===== config.mk =====
export PLATFORM = sky130hd
export DESIGN_NAME = mem_host
export DESIGN_NICKNAME = d
export VERILOG_FILES = /design/src/mem_host_pkg.sv /design/src/mem_host.sv
export SDC_FILE = /design/constraint.sdc
export NUM_CORES = 1
export LEC_CHECK = 0
export BUFFER_PORTS_ARGS = -buffer_cell sky130_fd_sc_hd__buf_2
export CAP_MARGIN = 20
export CORE_ASPECT_RATIO = 2
export CORE_MARGIN = 5
export CORE_UTILIZATION = 59
export CTS_CLUSTER_SIZE = 30
export DETAILED_ROUTE_END_ITERATION = 10
export PLACE_DENSITY = 0.81
export SYNTH_ARGS = -nofsm -noshare
export SYNTH_HDL_FRONTEND = slang
export SYNTH_SLANG_ARGS = --single-unit
export TNS_END_PERCENT = 100

===== constraint.sdc =====
create_clock -name clk_sys -period 2.9 [get_ports clk_sys]
set_clock_uncertainty 0.05 [all_clocks]
set_input_delay 0.58 -clock clk_sys [delete_from_list [all_inputs] [get_ports clk_sys]]
set_output_delay 0.58 -clock clk_sys [all_outputs]
set_load 0.03 [all_outputs]

===== src/mem_host_pkg.sv =====
// package: memory map, host registers, commands and state types for the core
package mem_host_pkg;

  // host register indices on the software port
  localparam logic [3:0] REG_CMD     = 4'h0;
  localparam logic [3:0] REG_ADDR_L  = 4'h1;
  localparam logic [3:0] REG_ADDR_M  = 4'h2;
  localparam logic [3:0] REG_ADDR_H  = 4'h3;
  localparam logic [3:0] REG_WDATA   = 4'h4;
  localparam logic [3:0] REG_CFG     = 4'h5;
  localparam logic [3:0] REG_STATUS  = 4'h6;
  localparam logic [3:0] REG_RDATA_L = 4'h7;
  localparam logic [3:0] REG_RDATA_M = 4'h8;
  localparam logic [3:0] REG_RDATA_H = 4'h9;

  // configuration bits
  localparam int CFG_SWAP_BIT      = 0;
  localparam int CFG_SELFPROG_BIT  = 1;
  localparam int CFG_LARGE_RAM_BIT = 2;
  localparam logic [2:0] CFG_RESET = 3'h0;

  // status bits
  localparam int ST_BUSY_BIT    = 0;
  localparam int ST_DONE_BIT    = 1;
  localparam int ST_REFUSED_BIT = 2;
  localparam int ST_GUARD_BIT   = 3;

  // fixed low code flash tables
  localparam logic [19:0] VEC_BASE    = 20'h00000;
  localparam logic [19:0] SWAP_OFFSET = 20'h01000;
  localparam logic [19:0] TCALL_BASE  = 20'h00080;
  localparam logic [19:0] OPT_BASE    = 20'h000C0;
  localparam logic [19:0] SECID_BASE  = 20'h000C4;
  localparam logic [3:0]  SECID_LEN   = 4'hA;

  // upper window: mirror, extended peripherals, ram, peripherals
  localparam logic [19:0] MIRROR_LO     = 20'hF0000;
  localparam logic [19:0] EXT_PERIPH_HI = 20'hF07FF;
  localparam logic [19:0] RAM_LO_SMALL  = 20'hFF700;
  localparam logic [19:0] RAM_LO_LARGE  = 20'hFEF00;
  localparam logic [19:0] RAM_HI        = 20'hFFEFF;
  localparam logic [19:0] GPR_LO        = 20'hFFEE0;
  localparam logic [19:0] SELFPROG_LO   = 20'hFFE20;
  localparam logic [19:0] SELFPROG_HI   = 20'hFFEDF;
  localparam logic [19:0] LIB_LO        = 20'hFEF00;
  localparam logic [19:0] LIB_HI        = 20'hFF309;
  localparam logic [19:0] PERIPH_LO     = 20'hFFF00;

  // flash mirror control register in the device
  localparam logic [19:0] MIRROR_CTRL_ADDR  = 20'hFFFFE;
  localparam logic [7:0]  MIRROR_CTRL_RESET = 8'h00;
  localparam int          MIRROR_SELECT_BIT = 0;

  // cycles held off the mirror after its control register is written
  localparam logic [3:0] MIRROR_GUARD_CYCLES = 4'h2;

  typedef enum logic [2:0] {
    CMD_READ         = 3'b000,
    CMD_WRITE        = 3'b001,
    CMD_FETCH        = 3'b010,
    CMD_VECTOR       = 3'b011,
    CMD_TABLE_CALL   = 3'b100,
    CMD_RESET_VECTOR = 3'b101,
    CMD_OPTION       = 3'b110,
    CMD_SECID        = 3'b111
  } cmd_t;

  typedef enum logic [2:0] {
    S_IDLE      = 3'b000,
    S_CHECK     = 3'b001,
    S_STROBE_LO = 3'b010,
    S_CAP_LO    = 3'b011,
    S_STROBE_HI = 3'b100,
    S_CAP_HI    = 3'b101
  } fsm_t;

  // one access toward the device
  typedef struct packed {
    logic [19:0] addr;
    logic [7:0]  wdata;
    logic        rd;
    logic        wr;
    logic        fetch;
  } mem_req_t;

  typedef struct packed {
    fsm_t        fsm;
    cmd_t        cmd;
    logic [19:0] addr;
    logic [7:0]  wdata;
    logic [2:0]  cfg;
    logic        done;
    logic        refused;
    logic [3:0]  guard;
    logic [19:0] result;
    logic [7:0]  sw_rdata;
    mem_req_t    req;
  } state_t;

endpackage


===== src/mem_host.sv =====
// host controller: drives core fetch and data accesses into the memory map
module mem_host (
  // clock and reset
  input  wire logic        clk_sys,
  input  wire logic        rst,
  // software register port
  input  wire logic [3:0]  sw_addr,
  input  wire logic [7:0]  sw_wdata,
  input  wire logic        sw_wr,
  input  wire logic        sw_rd,
  output logic      [7:0]  sw_rdata,
  // access port toward the memory map
  output logic      [19:0] mem_addr,
  output logic      [7:0]  mem_wdata,
  output logic             mem_rd,
  output logic             mem_wr,
  output logic             mem_fetch,
  output logic             mem_swap_sel,
  input  wire logic [7:0]  mem_rdata
);

  mem_host_pkg::state_t state_reg;
  mem_host_pkg::state_t state_next;

  // outputs straight from the state register
  assign sw_rdata     = state_reg.sw_rdata;
  assign mem_addr     = state_reg.req.addr;
  assign mem_wdata    = state_reg.req.wdata;
  assign mem_rd       = state_reg.req.rd;
  assign mem_wr       = state_reg.req.wr;
  assign mem_fetch    = state_reg.req.fetch;
  assign mem_swap_sel = state_reg.cfg[mem_host_pkg::CFG_SWAP_BIT];

  // next state: register port, address checks and the access sequencer
  always_comb begin
    logic [19:0] ram_lo;
    logic [19:0] target;
    logic [19:0] swap_add;
    logic        mirror_hit;
    logic        gpr_hit;
    logic        prog_hit;
    logic        refuse;
    logic        two_byte;
    logic        busy;
    ram_lo     = mem_host_pkg::RAM_LO_SMALL;
    target     = state_reg.addr;
    swap_add   = 20'h00000;
    mirror_hit = 1'b0;
    gpr_hit    = 1'b0;
    prog_hit   = 1'b0;
    refuse     = 1'b0;
    two_byte   = 1'b0;
    busy       = (state_reg.fsm != mem_host_pkg::S_IDLE);
    state_next = state_reg;
    state_next.sw_rdata = 8'h00;

    // ram base from the size strap in cfg
    if (state_reg.cfg[mem_host_pkg::CFG_LARGE_RAM_BIT]) begin
      ram_lo = mem_host_pkg::RAM_LO_LARGE;
    end
    // one swap select moves every table
    if (state_reg.cfg[mem_host_pkg::CFG_SWAP_BIT]) begin
      swap_add = mem_host_pkg::SWAP_OFFSET;
    end

    // target address of the first byte of each command
    case (state_reg.cmd)
      mem_host_pkg::CMD_VECTOR: begin
        // even entry inside the vector table
        target = mem_host_pkg::VEC_BASE + swap_add
               + {13'h0000, state_reg.addr[6:1], 1'b0};
        two_byte = 1'b1;
      end
      mem_host_pkg::CMD_RESET_VECTOR: begin
        // all reset causes share entry zero
        target   = mem_host_pkg::VEC_BASE + swap_add;
        two_byte = 1'b1;
      end
      mem_host_pkg::CMD_TABLE_CALL: begin
        // even entry inside the table-call table
        target = mem_host_pkg::TCALL_BASE + swap_add
               + {14'h0000, state_reg.addr[5:1], 1'b0};
        two_byte = 1'b1;
      end
      mem_host_pkg::CMD_OPTION: begin
        // four option bytes, swap copy when selected
        target = mem_host_pkg::OPT_BASE + swap_add
               + {18'h00000, state_reg.addr[1:0]};
      end
      mem_host_pkg::CMD_SECID: begin
        // ten security id bytes, swap copy when selected
        target = mem_host_pkg::SECID_BASE + swap_add
               + {16'h0000, state_reg.addr[3:0]};
      end
      default: begin
        target = state_reg.addr;
      end
    endcase

    mirror_hit = (target >= mem_host_pkg::MIRROR_LO)
               && (target > mem_host_pkg::EXT_PERIPH_HI)
               && (target < ram_lo);
    // register bank bytes at the top of ram
    gpr_hit = (target >= mem_host_pkg::GPR_LO)
            && (target <= mem_host_pkg::RAM_HI);
    // work area of self-programming is off limits
    prog_hit = state_reg.cfg[mem_host_pkg::CFG_SELFPROG_BIT]
             && (target >= mem_host_pkg::SELFPROG_LO)
             && (target <= mem_host_pkg::SELFPROG_HI);
    // library area on large ram parts too
    if (state_reg.cfg[mem_host_pkg::CFG_SELFPROG_BIT]
        && state_reg.cfg[mem_host_pkg::CFG_LARGE_RAM_BIT]
        && (target >= mem_host_pkg::LIB_LO)
        && (target <= mem_host_pkg::LIB_HI)) begin
      prog_hit = 1'b1;
    end

    // refusal per command
    case (state_reg.cmd)
      mem_host_pkg::CMD_READ: begin
        refuse = prog_hit;
      end
      mem_host_pkg::CMD_WRITE: begin
        // mirror area select must stay zero
        refuse = prog_hit || mirror_hit
               || ((target == mem_host_pkg::MIRROR_CTRL_ADDR)
                   && state_reg.wdata[mem_host_pkg::MIRROR_SELECT_BIT]);
      end
      mem_host_pkg::CMD_FETCH: begin
        // no fetch from mirror or register banks
        refuse = prog_hit || mirror_hit || gpr_hit;
      end
      mem_host_pkg::CMD_SECID: begin
        refuse = (state_reg.addr[3:0] >= mem_host_pkg::SECID_LEN);
      end
      default: begin
        refuse = 1'b0;
      end
    endcase

    // guard counter runs down on its own
    if (state_reg.guard != 4'h0) begin
      state_next.guard = state_reg.guard - 4'h1;
    end

    // register writes; request fields only change while idle
    if (sw_wr) begin
      case (sw_addr)
        mem_host_pkg::REG_CMD: begin
          // a command while busy is dropped
          if (!busy) begin
            state_next.cmd     = mem_host_pkg::cmd_t'(sw_wdata[2:0]);
            state_next.fsm     = mem_host_pkg::S_CHECK;
            state_next.done    = 1'b0;
            state_next.refused = 1'b0;
          end
        end
        mem_host_pkg::REG_ADDR_L: begin
          if (!busy) begin
            state_next.addr[7:0] = sw_wdata;
          end
        end
        mem_host_pkg::REG_ADDR_M: begin
          if (!busy) begin
            state_next.addr[15:8] = sw_wdata;
          end
        end
        mem_host_pkg::REG_ADDR_H: begin
          if (!busy) begin
            state_next.addr[19:16] = sw_wdata[3:0];
          end
        end
        mem_host_pkg::REG_WDATA: begin
          if (!busy) begin
            state_next.wdata = sw_wdata;
          end
        end
        mem_host_pkg::REG_CFG: begin
          if (!busy) begin
            state_next.cfg = sw_wdata[2:0];
          end
        end
        default: begin
          state_next.cfg = state_next.cfg;
        end
      endcase
    end

    // reads answer next cycle, unknown index reads 00
    if (sw_rd) begin
      case (sw_addr)
        mem_host_pkg::REG_CMD:     state_next.sw_rdata = {5'h00, state_reg.cmd};
        mem_host_pkg::REG_ADDR_L:  state_next.sw_rdata = state_reg.addr[7:0];
        mem_host_pkg::REG_ADDR_M:  state_next.sw_rdata = state_reg.addr[15:8];
        mem_host_pkg::REG_ADDR_H:
          state_next.sw_rdata = {4'h0, state_reg.addr[19:16]};
        mem_host_pkg::REG_WDATA:   state_next.sw_rdata = state_reg.wdata;
        mem_host_pkg::REG_CFG:     state_next.sw_rdata = {5'h00, state_reg.cfg};
        mem_host_pkg::REG_STATUS:
          state_next.sw_rdata = {4'h0, (state_reg.guard != 4'h0),
                                 state_reg.refused, state_reg.done, busy};
        mem_host_pkg::REG_RDATA_L: state_next.sw_rdata = state_reg.result[7:0];
        mem_host_pkg::REG_RDATA_M:
          state_next.sw_rdata = state_reg.result[15:8];
        mem_host_pkg::REG_RDATA_H:
          state_next.sw_rdata = {4'h0, state_reg.result[19:16]};
        default:                   state_next.sw_rdata = 8'h00;
      endcase
    end

    // access sequencer
    case (state_reg.fsm)
      mem_host_pkg::S_IDLE: begin
        state_next.req.rd    = 1'b0;
        state_next.req.wr    = 1'b0;
        state_next.req.fetch = 1'b0;
      end
      mem_host_pkg::S_CHECK: begin
        if (refuse) begin
          state_next.refused = 1'b1;
          state_next.done    = 1'b1;
          state_next.fsm     = mem_host_pkg::S_IDLE;
        end else if (mirror_hit && (state_reg.guard != 4'h0)) begin
          // hold mirror reads until the guard expires
          state_next.fsm = mem_host_pkg::S_CHECK;
        end else begin
          state_next.req.addr  = target;
          state_next.req.wdata = state_reg.wdata;
          state_next.req.wr    = (state_reg.cmd == mem_host_pkg::CMD_WRITE);
          state_next.req.fetch = (state_reg.cmd == mem_host_pkg::CMD_FETCH);
          state_next.req.rd    = !state_next.req.wr && !state_next.req.fetch;
          state_next.result    = 20'h00000;
          state_next.fsm       = mem_host_pkg::S_STROBE_LO;
          // writing mirror control arms the guard
          if (state_next.req.wr
              && (target == mem_host_pkg::MIRROR_CTRL_ADDR)) begin
            state_next.guard = mem_host_pkg::MIRROR_GUARD_CYCLES;
          end
        end
      end
      mem_host_pkg::S_STROBE_LO: begin
        state_next.req.rd    = 1'b0;
        state_next.req.wr    = 1'b0;
        state_next.req.fetch = 1'b0;
        if (state_reg.req.wr) begin
          state_next.done = 1'b1;
          state_next.fsm  = mem_host_pkg::S_IDLE;
        end else begin
          state_next.fsm = mem_host_pkg::S_CAP_LO;
        end
      end
      mem_host_pkg::S_CAP_LO: begin
        // low byte from the even address
        state_next.result[7:0] = mem_rdata;
        if (two_byte) begin
          state_next.req.addr = state_reg.req.addr + 20'h00001;
          state_next.req.rd   = 1'b1;
          state_next.fsm      = mem_host_pkg::S_STROBE_HI;
        end else begin
          state_next.done = 1'b1;
          state_next.fsm  = mem_host_pkg::S_IDLE;
        end
      end
      mem_host_pkg::S_STROBE_HI: begin
        state_next.req.rd = 1'b0;
        state_next.fsm    = mem_host_pkg::S_CAP_HI;
      end
      mem_host_pkg::S_CAP_HI: begin
        // high byte from the odd address
        state_next.result[15:8]  = mem_rdata;
        state_next.result[19:16] = 4'h0;
        state_next.done          = 1'b1;
        state_next.fsm           = mem_host_pkg::S_IDLE;
      end
      default: begin
        state_next.fsm = mem_host_pkg::S_IDLE;
      end
    endcase
  end

  // single state register; device mirror control also restarts at 00H
  always_ff @(posedge clk_sys) begin
    if (rst) begin
      state_reg.fsm       <= mem_host_pkg::S_IDLE;
      state_reg.cmd       <= mem_host_pkg::CMD_READ;
      state_reg.addr      <= 20'h00000;
      state_reg.wdata     <= mem_host_pkg::MIRROR_CTRL_RESET;
      state_reg.cfg       <= mem_host_pkg::CFG_RESET;
      state_reg.done      <= 1'b0;
      state_reg.refused   <= 1'b0;
      state_reg.guard     <= 4'h0;
      state_reg.result    <= 20'h00000;
      state_reg.sw_rdata  <= 8'h00;
      state_reg.req.addr  <= 20'h00000;
      state_reg.req.wdata <= 8'h00;
      state_reg.req.rd    <= 1'b0;
      state_reg.req.wr    <= 1'b0;
      state_reg.req.fetch <= 1'b0;
    end else begin
      state_reg <= state_next;
    end
  end

endmodule // mem_host


==> impl_metrics.env, run 1 <==
export IMPL_status="completed"
export IMPL_ys_warnings_count=0
export IMPL_final_area_mm2=0.006118
export IMPL_cts_made_buffers=9
export IMPL_clockPowerShare=0.372
export IMPL_finalWorstSetupSlack_ps=176.9
export IMPL_syn_cell_area_mm2=0.005517
export IMPL_num_fill_cells=785
export IMPL_fmax_ghz=0.3672
export IMPL_grt_max_degree=67
export IMPL_clock_root_buffer="clkbuf_16"
export IMPL_ys_ff_latch=98
export IMPL_yosysTopAreaCell="dfxtp_1"
export IMPL_placed_area_mm2=0.005777
export IMPL_p_sw_frac=0.2993
export IMPL_remaining_drc_errors=0
export IMPL_hold_path_endpoint="state_reg[48]$_SDFFE_PP0P_"
export IMPL_rrSetupSlack_ps=180
export IMPL_cts_setup_buffers=0
export IMPL_irDropWorstVdd_mv=0.4660
export IMPL_post_drt_wl_per_cell_um=21.37
export IMPL_startpoint_type="register"
export IMPL_antenna_found_initial=0
export IMPL_core_area_mm2=0.009259
export IMPL_final_antenna_net_count=0
export IMPL_layout_min_cycle_time_ps=2723
export IMPL_worst_pin_slew_ps=724.6
export IMPL_finalHoldViolations=0
export IMPL_netlist_area_leader_share=0.3556
export IMPL_endpoint_kind="register"
export IMPL_syn2layout_area_growth_pct=10.91
export IMPL_hold_depth=2
export IMPL_syn_inst=669
export IMPL_largest_register_ffs=58
export IMPL_grt_pass1_vias=5165
export IMPL_portBuffers=63
export IMPL_wl_um=17260
export IMPL_dr_pass1_iters=6
export IMPL_ios=64
export IMPL_hold_class="in2reg"
export IMPL_regToRegEndpoint="state_reg[64]$_SDFF_PP0_"
export IMPL_htree_levels=3
export IMPL_pwr_share_comb=0.172
export IMPL_overflow=0
export IMPL_finalSetupViolCount=0
export IMPL_clk_latency_ps=350
export IMPL_core_rowCount=50
export IMPL_hp_start="mem_rdata[1]"
export IMPL_power_leakage_nw=2.581
export IMPL_worstRegToRegCells=8
export IMPL_synth_edf_count=0
export IMPL_dp_hpwl_um=12870
export IMPL_place_congestion=0.9909
export IMPL_vias=5275
export IMPL_cts_tree="built"
export IMPL_max_cap_violations=0
export IMPL_slew_viol_final=0
export IMPL_pwr_share_seq=0.457
export IMPL_cp_required_ps=3110
export IMPL_ys_types=66
export IMPL_layout_common_cells="109 x nor2_1, 97 x dfxtp_1, 63 x buf_2"
export IMPL_netSwitchingPower_w=0.0009561
export IMPL_fp_dieW_um=78.38
export IMPL_path_clk_slew_ps=70
export IMPL_crit_fanout=6
export IMPL_async_reset_ff_frac=0
export IMPL_cts_path_max_buffers=2
export IMPL_crit_arrival_ps=2930
export IMPL_clock_sinks=98
export IMPL_seq_area_frac_synth=0.3556
export IMPL_r2r_start="state_reg[92]$_SDFFE_PP0P_"
export IMPL_nets=728
export IMPL_dr_first_iter_drc_count=454
export IMPL_fin_util=0.6608
export IMPL_synth_nets=698
export IMPL_yosys_top_cells_area="dfxtp_1 36%, mux2i_1 8.7%, nor2_1 7.5%"
export IMPL_initial_core_util=0.5958
export IMPL_die_h_um=146.8
export IMPL_dieArea_mm2=0.01150
export IMPL_crit_type="reg2reg"
export IMPL_drive_above_1_share=0.2060
export IMPL_holdBufCountCts=0
export IMPL_syn_area_per_cell_um2=8.246
export IMPL_maxSlewHeadroom=0.5169
export IMPL_final_cell_count_no_fill=808
export IMPL_dp_cells=792
export IMPL_period_share=0.9390
export IMPL_grt_first_pass_wirelength_um=27300
export IMPL_internal_power_w=0.002238
export IMPL_diodes=0
export IMPL_pre_cts_slack_ps=132.6
export IMPL_power_density_mw_per_mm2=522.1
export IMPL_ys_flop_type="dfxtp_1"
export IMPL_grtUsageTotal=0.3057
export IMPL_final_common_cell="nor2_1"
export IMPL_viasPerCell=6.528
worst max-delay path by stage:
stage                     cells past startpoint                         to                  startpoint  slack, ps
after detailed placement                     13  mem_addr[12]$_SDFFE_PP0P_  state_reg[97]$_SDFFE_PP0P_        130
after CTS                                     9   state_reg[64]$_SDFF_PP0_  state_reg[79]$_SDFFE_PP0P_         90
final                                         8   state_reg[64]$_SDFF_PP0_  state_reg[92]$_SDFFE_PP0P_        180
after floorplan                              14  mem_addr[12]$_SDFFE_PP0P_  state_reg[97]$_SDFFE_PP0P_        210
after global routing                         13   mem_addr[1]$_SDFFE_PP0P_  state_reg[97]$_SDFFE_PP0P_         -3
after global placement                       13  mem_addr[12]$_SDFFE_PP0P_  state_reg[97]$_SDFFE_PP0P_        200
cells by family after synthesis:
group / after synthesis / share of synthesized area
flip-flops: 98 / 0.3556
XOR/XNOR: 9 / 0.01429
AND/OR/NAND/NOR: 276 / 0.2370
adder cells (fa/ha/maj): 5 / 0.01134
buffers and inverters: 94 / 0.09707
AO/OA/AOI/OAI: 135 / 0.1873
multiplexers: 52 / 0.09730
power by group through the flow:
stage / logic (W) / clock network (W) / registers [W]
2_1_floorplan: 0.000396 / 0 / 0.00147
6_report: 0.000549 / 0.00119 / 0.00146
3_5_place_dp: 0.000535 / 0 / 0.00149
5_1_grt: 0.000596 / 0.00126 / 0.00147
4_1_cts: 0.000539 / 0.00119 / 0.00146
3_3_place_gp: 0.000519 / 0 / 0.00148
worst max-delay path, stage by stage (launching register included):
cell	delay, ps
dfxtp_1	420
nand4_1	160
or2_1	390
nor4_1	330
nand4b_1	220
nand3b_1	260
nor2_2	110
or3_4	400
a221oi_2	290
through the flow:
step	power (W)	hold WS, ps	setup TNS, ps
final	0.003194	416.2	0
after detailed placement	0.002022	418.3	0
after global placement	0.002002	411.6	0
after global routing	0.003321	414.6	-3.446
after CTS	0.003189	412.5	0
after floorplan	0.001864	386.0	0
synth_stat cells, types with 2 or more instances:
cell type and n:
nor2_1 110, dfxtp_1 98, nand2_1 51, mux2i_1 48
buf_4 39, nand3_1 28, a21oi_1 27, clkbuf_1 27
nor3_1 26, a22o_1 14, inv_1 14, o21ai_0 13
buf_2 11, a221oi_1 9, a22oi_1 8, a2bb2oi_1 8
nand2b_1 7, nand4_1 7, nor2b_1 7, nor4_1 7
o32ai_1 7, a31oi_1 6, a32oi_1 6, and3_1 6
ha_1 5, nand3b_1 5, xor2_1 5, a211oi_1 4
a311oi_1 4, nand4b_1 4, nor3b_1 4, xnor2_1 4
a211o_1 3, a211oi_2 3, buf_6 3, mux2_2 3
o21bai_1 3, a21o_1 2, and2_1 2, nor2_2 2
o21ai_1 2, o22ai_1 2, or3_1 2
cell type report:
class | count | area (µm²) | area share
inverter | 14 | 52.55 | 0.008589
timing repair buffer | 99 | 614.3 | 0.1004
multi-input combinational | 477 | 3062 | 0.5004
sequential | 98 | 1963 | 0.3209
tap | 104 | 130.1 | 0.02127
clock buffer | 10 | 239.0 | 0.03906
clock inverter | 6 | 57.56 | 0.009407
metal layers:
layer / global-route usage / up-vias / share of wire / wire length [µm]
met4: 0.2119 / 0 / 0.081 / 1392
met5: 0 / - / 0 / 0
met2: 0.5421 / 239 / 0.52 / 8965
met1: 0.3224 / 2518 / 0.35 / 6022
li1: - / 2431 / - / -
met3: 0.04847 / 87 / 0.051 / 883
repair_timing:
item                       in CTS  in global routing
gates resized for setup         0                 12
setup endpoints to repair       0                 46
hold endpoints to repair        0                  0
Note: power is estimated with default switching activity, not from simulation.
==> run 2, diff against run 1 <==
==> constraint.sdc (replaced) <==
create_clock -name clk_sys -period 2.9 [get_ports clk_sys]
set_clock_uncertainty 0.05 [all_clocks]
set_input_delay 0.435 -clock clk_sys [delete_from_list [all_inputs] [get_ports clk_sys]]
set_output_delay 0.435 -clock clk_sys [all_outputs]
set_load 0.03 [all_outputs]
==> impl_metrics.env, run 2 (same netlist as run 1, synthesis figures left out) <==
export IMPL_status="completed"
export IMPL_htree_levels=3
export IMPL_top_layer="met4"
export IMPL_crit_fanout=6
export IMPL_antenna_found_initial=0
export IMPL_path_delay_family="simple AND/OR/NAND/NOR gates"
export IMPL_layout_common_cells="109 x nor2_1, 98 x dfxtp_1, 63 x buf_2"
export IMPL_final_common_cell="nor2_1"
export IMPL_place_congestion=0.9749
export IMPL_regArea_mm2=0.001962
export IMPL_worst_pin_slew_ps=710.7
export IMPL_finalSetupViolCount=0
export IMPL_hold_class="in2reg"
export IMPL_critPathBufInv=0
export IMPL_netSwitchingPower_w=0.0009216
export IMPL_pre_cts_slack_ps=146.7
export IMPL_crit_arrival_ps=2990
export IMPL_final_antenna_net_count=0
export IMPL_final_setup_tns_ps=0
export IMPL_wl_um=17270
export IMPL_clk_latency_ps=350
export IMPL_irDropWorstVdd_mv=0.4280
export IMPL_diodes=0
export IMPL_core_rowCount=50
export IMPL_fin_util=0.6618
export IMPL_core_area_mm2=0.009259
export IMPL_dieArea_mm2=0.01150
export IMPL_pwr_share_seq=0.451
export IMPL_nets=729
export IMPL_rsz0062_at_grt="true"
export IMPL_p_total_w=0.003237
export IMPL_route_met2_wl_um=9102
export IMPL_grt_first_pass_wirelength_um=27190
export IMPL_syn2layout_area_growth_pct=11.07
export IMPL_holdBufCountCts=0
export IMPL_drive_above_1_share=0.2000
export IMPL_overflow=0
export IMPL_critical_path_max_stage_delay_ps=430
export IMPL_dp_cells=791
export IMPL_dr_first_iter_drc_count=451
export IMPL_path_clk_slew_ps=70
export IMPL_power_density_mw_per_mm2=528.3
export IMPL_max_cap_violations=0
export IMPL_endpoint_kind="register"
export IMPL_num_fill_cells=791
export IMPL_post_drt_wl_per_cell_um=21.35
export IMPL_cp_required_ps=3110
export IMPL_fp_dieW_um=78.38
export IMPL_grtUsageTotal=0.3034
export IMPL_finalHoldViolations=0
export IMPL_largest_register_ffs=58
export IMPL_viasPerCell=6.488
export IMPL_wl_met3_um=877
export IMPL_fmax_ghz=0.3591
export IMPL_wl_met1_um=6039
export IMPL_grt_max_degree=67
export IMPL_crit_chain="nand4_1 > or2_1 > nor4_1 > nand4b_1 > nand3b_1 > nor2_2 > or3_4 > a221oi_2"
export IMPL_initial_core_util=0.5958
export IMPL_cts_path_max_buffers=2
export IMPL_clock_sinks=98
export IMPL_cp_slowest_cell="dfxtp_1"
export IMPL_period_share=0.9603
export IMPL_crit_type="reg2reg"
export IMPL_cts_made_buffers=9
export IMPL_dp_hpwl_um=12910
export IMPL_multi_input_area_mm2=0.003043
export IMPL_vias=5249
export IMPL_remaining_drc_errors=0
export IMPL_grt_pass1_vias=5219
export IMPL_ios=64
export IMPL_finalWorstSetupSlack_ps=115.0
export IMPL_maxSlewHeadroom=0.5241
export IMPL_internal_power_w=0.002315
export IMPL_p_sw_frac=0.2847
export IMPL_cts_tree="built"
export IMPL_dr_pass1_iters=5
export IMPL_power_leakage_nw=2.576
export IMPL_layout_min_cycle_time_ps=2785
export IMPL_pwr_share_comb=0.172
export IMPL_startpoint_type="register"
export IMPL_final_cell_count_no_fill=809
export IMPL_clock_root_buffer="clkbuf_16"
export IMPL_slew_viol_final=0
export IMPL_clockPowerShare=0.377
export IMPL_portBuffers=63
export IMPL_die_h_um=146.8
run 2: repair_timing:
| item | 4_1_cts | 5_1_grt |
|---|---|---|
| resized for setup | 0 | 7 |
| buffers inserted | 0 | 2 |
| setup endpoints to repair | 0 | 52 |
run 2: worst paths after layout:
check / slack [ps] / cells after the start / start / to
max reg2reg: 120 / 8 / state_reg[92]$_SDFFE_PP0P_ / state_reg[64]$_SDFF_PP0_
min reg2reg: 430 / 2 / state_reg[63]$_SDFF_PP0_ / state_reg[63]$_SDFF_PP0_
min: 280 / 2 / mem_rdata[3] / state_reg[50]$_SDFFE_PP0P_
max: 120 / 8 / state_reg[92]$_SDFFE_PP0P_ / state_reg[64]$_SDFF_PP0_
run 2: power by group through the flow:
stage / clock network (W) / logic (W) / registers, W
floorplan: 0 / 0.000396 / 0.00147
global placement: 0 / 0.000519 / 0.00148
detailed placement: 0 / 0.000541 / 0.00149
CTS: 0.00123 / 0.000545 / 0.00146
global route: 0.00129 / 0.000600 / 0.00147
finish: 0.00122 / 0.000557 / 0.00146
run 2: metrics by stage:
step | hold WS, ps | area (µm²)
final | 276.3 | 6127
after global placement | 411.7 | 5782
after floorplan | 386.0 | 5517
after CTS | 272.7 | 6087
after detailed placement | 411.1 | 5782
after global routing | 273.8 | 6127
run 2: routing by layer:
layer | up-vias | GRT usage
li1 | 2432 | -
met1 | 2514 | 0.3108
met2 | 225 | 0.5537
met3 | 78 | 0.04969
met4 | 0 | 0.1970
met5 | - | 0
run 2: cell type report:
| cell class | count | share of cell area |
|---|---|---|
| inverters | 14 | 0.008577 |
| clock inverters | 5 | 0.01021 |
| multi-input cells | 477 | 0.4966 |
| flip-flops and latches | 98 | 0.3202 |
| clock buffers | 11 | 0.03962 |
| repair buffers | 100 | 0.1035 |
| well taps | 104 | 0.02124 |
run 2: worst register-to-register path, cell delays in order (launching register included):
cell      delay (ps)
dfxtp_1          430
nand4_1          200
or2_1            360
nor4_1           310
nand4b_1         250
nand3b_1         300
nor2_2           110
or3_4            400
a221oi_2         280
